==> config.mk <==
export PLATFORM = sky130hd
export DESIGN_NAME = bpcd_port
export DESIGN_NICKNAME = d
export VERILOG_FILES = /design/src/shared/bpcd_pkg.sv /design/src/hdl/bpcd_port.sv
export SDC_FILE = /design/constraint.sdc
export NUM_CORES = 1
export LEC_CHECK = 0
export BUFFER_PORTS_ARGS = -buffer_cell sky130_fd_sc_hd__buf_2
export CORE_MARGIN = 5
export CORE_UTILIZATION = 47
export CTS_CLUSTER_DIAMETER = 100
export DETAILED_ROUTE_END_ITERATION = 8
export PLACE_DENSITY_LB_ADDON = 0.05
export RECOVER_POWER = 50
export SETUP_SLACK_MARGIN = 0.1
export SYNTH_ARGS = -nofsm -noshare
export SYNTH_HDL_FRONTEND = slang
export SYNTH_SLANG_ARGS = --single-unit
export TNS_END_PERCENT = 30
==> constraint.sdc <==
create_clock -name pclk -period 2.1 [get_ports pclk]
set_input_delay 0.42 -clock pclk [delete_from_list [all_inputs] [get_ports pclk]]
set_output_delay 0.42 -clock pclk [all_outputs]
set_load 0.005 [all_outputs]
==> src/shared/bpcd_pkg.sv <==
// Package: register map, field positions and reset values for the group C/D pin block
package bpcd_pkg;
    // Register byte offsets on the APB
    localparam logic [11:0] BPCD_OFF_C_PIN  = 12'h000;
    localparam logic [11:0] BPCD_OFF_C_LAT  = 12'h004;
    localparam logic [11:0] BPCD_OFF_C_DIR  = 12'h008;
    localparam logic [11:0] BPCD_OFF_D_PIN  = 12'h00c;
    localparam logic [11:0] BPCD_OFF_D_LAT  = 12'h010;
    localparam logic [11:0] BPCD_OFF_D_DIR  = 12'h014;
    localparam logic [11:0] BPCD_OFF_E_PIN  = 12'h018;
    localparam logic [11:0] BPCD_OFF_PERIPH = 12'h01c;
    // Implemented bits of group C latch/direction (pins 0,1,2,6,7)
    localparam logic [7:0]  BPCD_C_IMPL     = 8'hc7;
    // Group C pins readable (pin 3 absent)
    localparam logic [7:0]  BPCD_C_PIN_IMPL = 8'hf7;
    // Group E pin register field positions
    localparam int          BPCD_E_DPU_BIT  = 7;
    localparam int          BPCD_E_EPU_BIT  = 6;
    // Peripheral control register field positions
    localparam int          BPCD_P_T1OSC    = 0;
    localparam int          BPCD_P_TXEN     = 1;
    localparam int          BPCD_P_SYNCEN   = 2;
    localparam int          BPCD_P_TWOWIRE  = 3;
    localparam int          BPCD_P_PMPEN    = 4;
    localparam int          BPCD_P_XCVROE   = 5;
    localparam int          BPCD_P_RC2DIG   = 6;
    localparam logic [6:0]  BPCD_PERIPH_RST = 7'h00;
    // Reset values
    localparam logic [7:0]  BPCD_DIR_RST    = 8'hff;
    localparam logic [7:0]  BPCD_LAT_RST    = 8'h00;
    localparam logic [1:0]  BPCD_E_PU_RST   = 2'h0;
endpackage : bpcd_pkg

==> src/hdl/bpcd_port.sv <==
// Group C and D general-purpose pin logic with peripheral overrides, APB register access
//
// What this block does
// - Group-D direction one makes the pin an input, driver released.
// - Group-D direction zero drives the pin from the output latch.
// - Group-D latch has its own address; reads return latch, not pins.
// - Reset makes every group-D pin a digital input.
// - Bit 7 of group-E pin register enables all group-D pull-ups.
// - A group-D pull-up is off whenever that pin is an output.
// - Reset clears the group-D pull-up enable.
// - Timer-1 oscillator takes group-C pins 0 and 1, digital paths off.
// - Group-C pins 4 and 5 are input only, no latch or direction bits.
// - Serial transmit overrides latch on group-C pin 6; software sets output.
// - Two-wire mode clock and data override latch on group-D pins 0, 1.
// - Parallel master port data rides group-D pins, direction from direction bits.
// - Group-D registers exist only in the larger package variant.
// - Group-C pin 1 can drive the external transceiver output enable.
// - Reset makes group-C pin 2 analog, others except 4 and 5 digital inputs.
//
// The APB interface to the registers and the address map were decided locally.
`timescale 1ns/1ps
`default_nettype none
module bpcd_port
    import bpcd_pkg::*;
#(
    parameter bit LARGE_PKG = 1'b1
) (
    input  wire logic        pclk,
    input  wire logic        presetn,
    input  wire logic        psel,
    input  wire logic        penable,
    input  wire logic        pwrite,
    input  wire logic [11:0] paddr,
    input  wire logic [31:0] pwdata,
    input  wire logic [3:0]  pstrb,
    output logic      [31:0] prdata,
    output logic             pready,
    output logic             pslverr,
    // Group C pins
    input  wire logic [7:0]  group_c_pin_in,
    output logic      [7:0]  group_c_pin_out,
    output logic      [7:0]  group_c_pin_oe_n,
    output logic             timer1_osc_active,
    output logic             analog_channel_eleven_sel,
    // Group D pins
    input  wire logic [7:0]  group_d_pin_in,
    output logic      [7:0]  group_d_pin_out,
    output logic      [7:0]  group_d_pin_oe_n,
    output logic      [7:0]  group_d_pullup_on,
    // Group E pin levels (read only here)
    input  wire logic [2:0]  group_e_pin_in,
    // Peripheral sources
    input  wire logic        async_serial_tx,
    input  wire logic        sync_serial_clock,
    input  wire logic        sync_serial_data,
    input  wire logic        sync_serial_data_drive,
    input  wire logic        second_two_wire_clock,
    input  wire logic        second_two_wire_data,
    input  wire logic [7:0]  parallel_master_data_bit,
    input  wire logic        ext_transceiver_output_enable_n,
    // Peripheral sinks
    output logic      [7:0]  parallel_master_data_in,
    output logic             sync_serial_data_in,
    output logic             second_two_wire_clock_in,
    output logic             second_two_wire_data_in
);

    ////////////////////////////////////////////////////////////////////////////////
    // State

    typedef struct packed {
        logic [7:0]  c_sync1;
        logic [7:0]  c_sync2;
        logic [7:0]  d_sync1;
        logic [7:0]  d_sync2;
        logic [2:0]  e_sync1;
        logic [2:0]  e_sync2;
        logic [7:0]  c_lat;
        logic [7:0]  c_dir;
        logic [7:0]  d_lat;
        logic [7:0]  d_dir;
        logic [1:0]  e_pu;
        logic [6:0]  periph;
        logic        rvalid;
        logic [31:0] rdata;
    } bpcd_state_t;

    bpcd_state_t s_q;
    bpcd_state_t s_d;

    logic        acc;
    logic        wr;
    logic        mapped;
    logic [7:0]  wbyte;
    logic [7:0]  d_dir_eff;
    logic [7:0]  d_out;
    logic        osc_on;

    ////////////////////////////////////////////////////////////////////////////////
    // Bus decode

    // Writes finish in the first access cycle; reads take one wait state so
    // that registered read data already stands when pready is high
    assign acc     = psel & penable;
    assign wr      = acc & pwrite & pstrb[0];
    assign wbyte   = pwdata[7:0];
    assign pready  = ~(acc & ~pwrite) | s_q.rvalid;
    assign pslverr = acc & ~mapped;
    assign prdata  = s_q.rdata;

    // Group-D addresses only decode in the larger variant
    always_comb begin
        unique case (paddr)
            BPCD_OFF_C_PIN, BPCD_OFF_C_LAT, BPCD_OFF_C_DIR,
            BPCD_OFF_E_PIN, BPCD_OFF_PERIPH: mapped = 1'b1;
            BPCD_OFF_D_PIN, BPCD_OFF_D_LAT, BPCD_OFF_D_DIR: mapped = LARGE_PKG;
            default: mapped = 1'b0;
        endcase
    end

    ////////////////////////////////////////////////////////////////////////////////
    // Next state

    always_comb begin
        s_d = s_q;
        // Two-flop synchronisers on pin levels
        s_d.c_sync1 = group_c_pin_in;
        s_d.c_sync2 = s_q.c_sync1;
        s_d.d_sync1 = group_d_pin_in;
        s_d.d_sync2 = s_q.d_sync1;
        s_d.e_sync1 = group_e_pin_in;
        s_d.e_sync2 = s_q.e_sync1;
        // Register writes
        if (wr) begin
            unique case (paddr)
                BPCD_OFF_C_PIN,
                BPCD_OFF_C_LAT: s_d.c_lat = wbyte & BPCD_C_IMPL;
                BPCD_OFF_C_DIR: s_d.c_dir = (wbyte & BPCD_C_IMPL) | ~BPCD_C_IMPL;
                BPCD_OFF_D_PIN,
                BPCD_OFF_D_LAT: if (LARGE_PKG) s_d.d_lat = wbyte;
                BPCD_OFF_D_DIR: if (LARGE_PKG) s_d.d_dir = wbyte;
                BPCD_OFF_E_PIN: s_d.e_pu = {wbyte[BPCD_E_DPU_BIT], wbyte[BPCD_E_EPU_BIT]};
                BPCD_OFF_PERIPH: s_d.periph = wbyte[6:0];
                default: ;
            endcase
        end
        // Read data captured in the first access cycle, shown in the second
        s_d.rvalid = acc && !pwrite && !s_q.rvalid;
        if (acc && !pwrite && !s_q.rvalid) begin
            unique case (paddr)
                BPCD_OFF_C_PIN: s_d.rdata = {24'h0, s_q.c_sync2 & BPCD_C_PIN_IMPL
                                             & ~{6'h00, {2{osc_on}}}};
                BPCD_OFF_C_LAT: s_d.rdata = {24'h0, s_q.c_lat};
                BPCD_OFF_C_DIR: s_d.rdata = {24'h0, s_q.c_dir & BPCD_C_IMPL};
                BPCD_OFF_D_PIN: s_d.rdata = LARGE_PKG ? {24'h0, s_q.d_sync2} : 32'h0;
                BPCD_OFF_D_LAT: s_d.rdata = LARGE_PKG ? {24'h0, s_q.d_lat} : 32'h0;
                BPCD_OFF_D_DIR: s_d.rdata = LARGE_PKG ? {24'h0, s_q.d_dir} : 32'h0;
                BPCD_OFF_E_PIN: s_d.rdata = {24'h0, s_q.e_pu, 3'h0, s_q.e_sync2};
                BPCD_OFF_PERIPH: s_d.rdata = {25'h0, s_q.periph};
                default: s_d.rdata = 32'h0;
            endcase
        end
    end

    ////////////////////////////////////////////////////////////////////////////////
    // Registers

    always_ff @(posedge pclk or negedge presetn) begin
        if (!presetn) begin
            s_q        <= '0;
            s_q.c_lat  <= BPCD_LAT_RST;
            s_q.c_dir  <= BPCD_DIR_RST;
            s_q.d_lat  <= BPCD_LAT_RST;
            s_q.d_dir  <= BPCD_DIR_RST;
            s_q.e_pu   <= BPCD_E_PU_RST;
            s_q.periph <= BPCD_PERIPH_RST;
        end else begin
            s_q <= s_d;
        end
    end

    ////////////////////////////////////////////////////////////////////////////////
    // Group C pin drive

    assign osc_on                    = s_q.periph[BPCD_P_T1OSC];
    assign timer1_osc_active         = osc_on;
    // Pin 2 stays analog until software selects digital
    assign analog_channel_eleven_sel = ~s_q.periph[BPCD_P_RC2DIG];

    always_comb begin
        group_c_pin_out  = s_q.c_lat & BPCD_C_IMPL;
        group_c_pin_oe_n = s_q.c_dir | ~BPCD_C_IMPL;
        // Pin 1 carries the external transceiver enable
        if (s_q.periph[BPCD_P_XCVROE]) begin
            group_c_pin_out[1]  = ext_transceiver_output_enable_n;
            group_c_pin_oe_n[1] = 1'b0;
        end
        // Serial transmit or sync clock wins over latch data on pin 6
        if (s_q.periph[BPCD_P_SYNCEN]) begin
            group_c_pin_out[6] = sync_serial_clock;
        end else if (s_q.periph[BPCD_P_TXEN]) begin
            group_c_pin_out[6] = async_serial_tx;
        end
        // Sync data out on pin 7 while the serial unit drives it
        if (s_q.periph[BPCD_P_SYNCEN] && sync_serial_data_drive) begin
            group_c_pin_out[7] = sync_serial_data;
        end
        // Oscillator owns pins 0 and 1: digital drivers off
        if (osc_on) begin
            group_c_pin_out[1:0]  = 2'h0;
            group_c_pin_oe_n[1:0] = 2'h3;
        end
        // Pin 2 in analog mode has no digital driver
        if (!s_q.periph[BPCD_P_RC2DIG]) begin
            group_c_pin_oe_n[2] = 1'b1;
        end
    end

    // Sync data input relies on software making pin 7 an input
    assign sync_serial_data_in = s_q.c_sync2[7];

    ////////////////////////////////////////////////////////////////////////////////
    // Group D pin drive

    assign d_dir_eff = LARGE_PKG ? s_q.d_dir : 8'hff;

    always_comb begin
        d_out = s_q.d_lat;
        if (s_q.periph[BPCD_P_PMPEN]) begin
            d_out = parallel_master_data_bit;
        end
        if (s_q.periph[BPCD_P_TWOWIRE]) begin
            d_out[0] = second_two_wire_clock;
            d_out[1] = second_two_wire_data;
        end
    end

    assign group_d_pin_out   = d_out;
    assign group_d_pin_oe_n  = d_dir_eff;
    // Pull-ups follow the common enable, only on input pins
    assign group_d_pullup_on = {8{s_q.e_pu[1] & LARGE_PKG}} & d_dir_eff;

    // Peripheral sampling of the synchronised pin levels
    assign parallel_master_data_in  = s_q.d_sync2;
    assign second_two_wire_clock_in = s_q.d_sync2[0];
    assign second_two_wire_data_in  = s_q.d_sync2[1];

endmodule : bpcd_port
`default_nettype wire

==> impl_metrics.py <==
metrics = {
    "outcome": {
        "status": "finished clean",
    },
    "worst_hold_path": {
        "hold_path_class": "in2reg",
        "holdPathStages": 1,
        "worstHoldEndpoint": "s_d[82]",
        "hold_start": "group_d_pin_in[2]",
    },
    "logic_synthesis": {
        "synth_flop_cell": "dfrtp_1",
        "syn_area_um2": 3770,
        "synth_edf_count": 0,
        "synthArstFlopShare_pct": 100,
        "yosysWarnings": 0,
        "synth_top_area_cell": "dfrtp_1",
        "seq_area_frac_synth_pct": 53.5,
        "netlist_instances": 301,
        "ys_types": 40,
        "avgSynthCellArea_um2": 12.5,
        "synth_top_area_share_pct": 44.4,
        "ys_ff_latch": 80,
        "synth_area_leaders": "dfrtp_1 (44%), mux2_2 (13%), buf_4 (11%)",
    },
    "critical_path": {
        "crit_path_max_incr_delay_ns": 0.60,
        "r2r-end": "prdata[0]",
        "required_ns": 2.34,
        "start_kind": "input pin",
        "critPathBufInv": 2,
        "rr_startpoint": "s_q[32]",
        "critPathKind": "in2reg",
        "cp_slowest_cell": "or4_4",
        "rr_worst_depth": 4,
        "crit_family": "simple AND/OR/NAND/NOR gates",
        "worstPathCellList": "buf_6, or4_4, or4_4, nor2_4, buf_12, mux2_4",
        "crit_top_cell": "or4_4",
        "cp-end-kind": "flop",
        "cp.arrival_ns": 2.27,
        "r2r_slack_ns": 0.34,
        "crit_path_max_fanout": 8,
    },
    "global_routing": {
        "grt_max_degree": 41,
        "grt_pass1_vias": 2491,
        "grt_pass1_wl_mm": 13.1,
        "track_usage_pct": 17.2,
        "antenna_found_initial": 0,
        "overflow": 0,
    },
    "place": {
        "place.gp.congestion": 0.796,
        "place_hpwl_mm": 6.53,
        "dp.cells": 493,
        "portBuffers": 115,
    },
    "cts": {
        "cts_buffer_depth": 2,
        "cts.sinks": 80,
        "path_clk_slew_ns": 0.08,
        "worstSkewPairLatency_ns": 0.35,
        "cts_tree": "yes",
        "cts_made_buffers": 9,
        "htreeDepth": 3,
        "root_buffer": "clkbuf_8",
    },
    "final_layout": {
        "fin_cells": 511,
        "nFillCells": 679,
        "num_antenna_cells": 0,
        "nNetsFinal": 491,
        "final_common_cell": "buf_2",
        "final_cell_mix": "buf_2 (113), dfrtp_1 (67), mux2_2 (37)",
        "drive_gt1_share_pct": 53.1,
        "area_delta_synth_final_pct": 20.9,
    },
    "sta": {
        "setup_viol": 0,
        "rsz0062_at_grt": "yes",
        "worst_slew_pin_slew_ns": 1.07,
        "relSlewSlack_pct": 28.9,
        "setup_tns_ns": 0,
        "period_share_pct": 96.8,
        "fmax_mhz": 492,
        "fin_skew_ns": 0.00705,
        "hold_viol": 0,
        "min_period_ns": 2.03,
        "drv_slew": 0,
    },
    "routing": {
        "wl_per_cell_um": 16.7,
        "remaining_drc_errors": 0,
        "ant_nets": 0,
        "route.final.wire_length_mm": 8.54,
        "vias_per_cell": 4.93,
        "firstDrtPassIters": 4,
        "vias": 2518,
        "drt-initial-drc-count": 81,
    },
    "floorplanning": {
        "die-height_um": 99.6,
        "placementRows": 32,
        "design.core.area_um2": 7770,
        "start_util_pct": 48.6,
        "fp.dieW_um": 99.6,
        "top_level_ports": 174,
        "die-area_um2": 9920,
    },
    "power_and_ir_drop": {
        "irDropWorstVdd_mv": 0.336,
        "power.leakage_nw": 2.33,
        "power.total_mw": 3.06,
        "powerDensity_nw_per_um2": 670,
    },
    "run": {
        "cap_violations": 0,
    },
}
==> layout make-up <==
cell class,instances,area (um^2),area share (%)
well taps,102,128,2.80
clock buffers,10,128,2.80
repair buffers,133,764,16.8
inverters,4,15.0,0.329
flip-flops and latches,80,2020,44.2
clock inverters,6,92.6,2.03
multi-input cells,176,1420,31.1
==> registers in the layout, summed over array words and instances, names as in the netlist <==
signal and count:
group_d_pin_oe_n 8, prdata 8, group_c_pin_oe_n 2, s_d 18, group_c_pin_out 1, s_q 33
sync_serial_data_in 1, timer1_osc_active 1, parallel_master_data_in 8
==> cell usage after synthesis (2+ instances only) <==
cell type and number:
o21ai_0 8, nand2_1 15, dfrtp_1 67, clkbuf_1 9, inv_1 4, nor3_1 2, mux2_2 45, mux4_2 4
buf_2 3, conb_1 2, a211oi_1 2, nand4_1 2, and2_1 9, nand3_1 3, buf_4 57, o31ai_1 2
or2_2 2, nor2_1 9, a21oi_1 3, a221oi_1 7, dfstp_2 13, or4_4 2, mux2i_1 13, or3_1 2
==> worst reg2reg max path, cell delays in order, from the launching register on <==
cell	delay [ns]
dfrtp_1	0.36
nand4bb_1	0.21
or4_1	0.63
a2111oi_2	0.36
a211o_1	0.14
==> power by group <==
group	switching, mW	total, mW	internal, mW	leakage, nW
clock network	0.573	1.25	0.676	0.103
logic	0.126	0.217	0.0907	1.24
registers	0.0128	1.59	1.58	0.986
==> routing by layer <==
metal | share of wire (%) | GRT usage [%] | up-vias | wire length [um]
met2 | 48 | 27.2 | 99 | 4120
met4 | 0.95 | 4.73 | 0 | 81
met3 | 7.1 | 5.12 | 6 | 607
met1 | 44 | 23.1 | 1236 | 3730
li1 | - | - | 1177 | -
met5 | 0 | 0 | - | 0
==> worst max-delay path by stage <==
stage | start | to | cells past startpoint
final | paddr[8] | s_q[57] | 6
after global routing | paddr[8] | s_q[54] | 6
after CTS | paddr[7] | s_q[57] | 5
after detailed placement | paddr[7] | s_q[57] | 5
after global placement | paddr[7] | s_q[57] | 5
after floorplan | paddr[7] | s_q[50] | 4
==> metrics by stage <==
step | cell area [um^2] | hold slack [ns] | worst slack, ns | utilization (%)
final | 4560 | 0.167 | 0.0667 | 58.7
after global placement | 4270 | 0.305 | -0.290 | 55.0
after detailed placement | 4270 | 0.308 | -0.308 | 55.0
after CTS | 4510 | 0.154 | 0.0568 | 58.0
after floorplan | 3880 | 0.124 | -0.0623 | -
after global routing | 4560 | 0.140 | 0.0696 | 58.7
==> timing repair <==
| item | CTS | global route |
|---|---|---|
| hold buffers | 1 | 0 |
| endpoints found under the setup margin | 9 | 14 |
| gates resized for setup | 1 | 10 |
| endpoints found under the hold margin | 15 | 0 |
| pin swaps | 0 | 3 |
| buffers inserted | 0 | 1 |
| gates cloned | 0 | 0 |
==> logic make-up after synthesis <==
| logic type | share of synthesized area [%] |
|---|---|
| DFF | 53.5 |
| and+or+nand+nor | 8.36 |
| buffers and inverters | 13.0 |
| other | 0.199 |
| muxes | 19.3 |
| AOI/OAI and AO/OA | 5.67 |
Power figures use the tool's default switching activity.
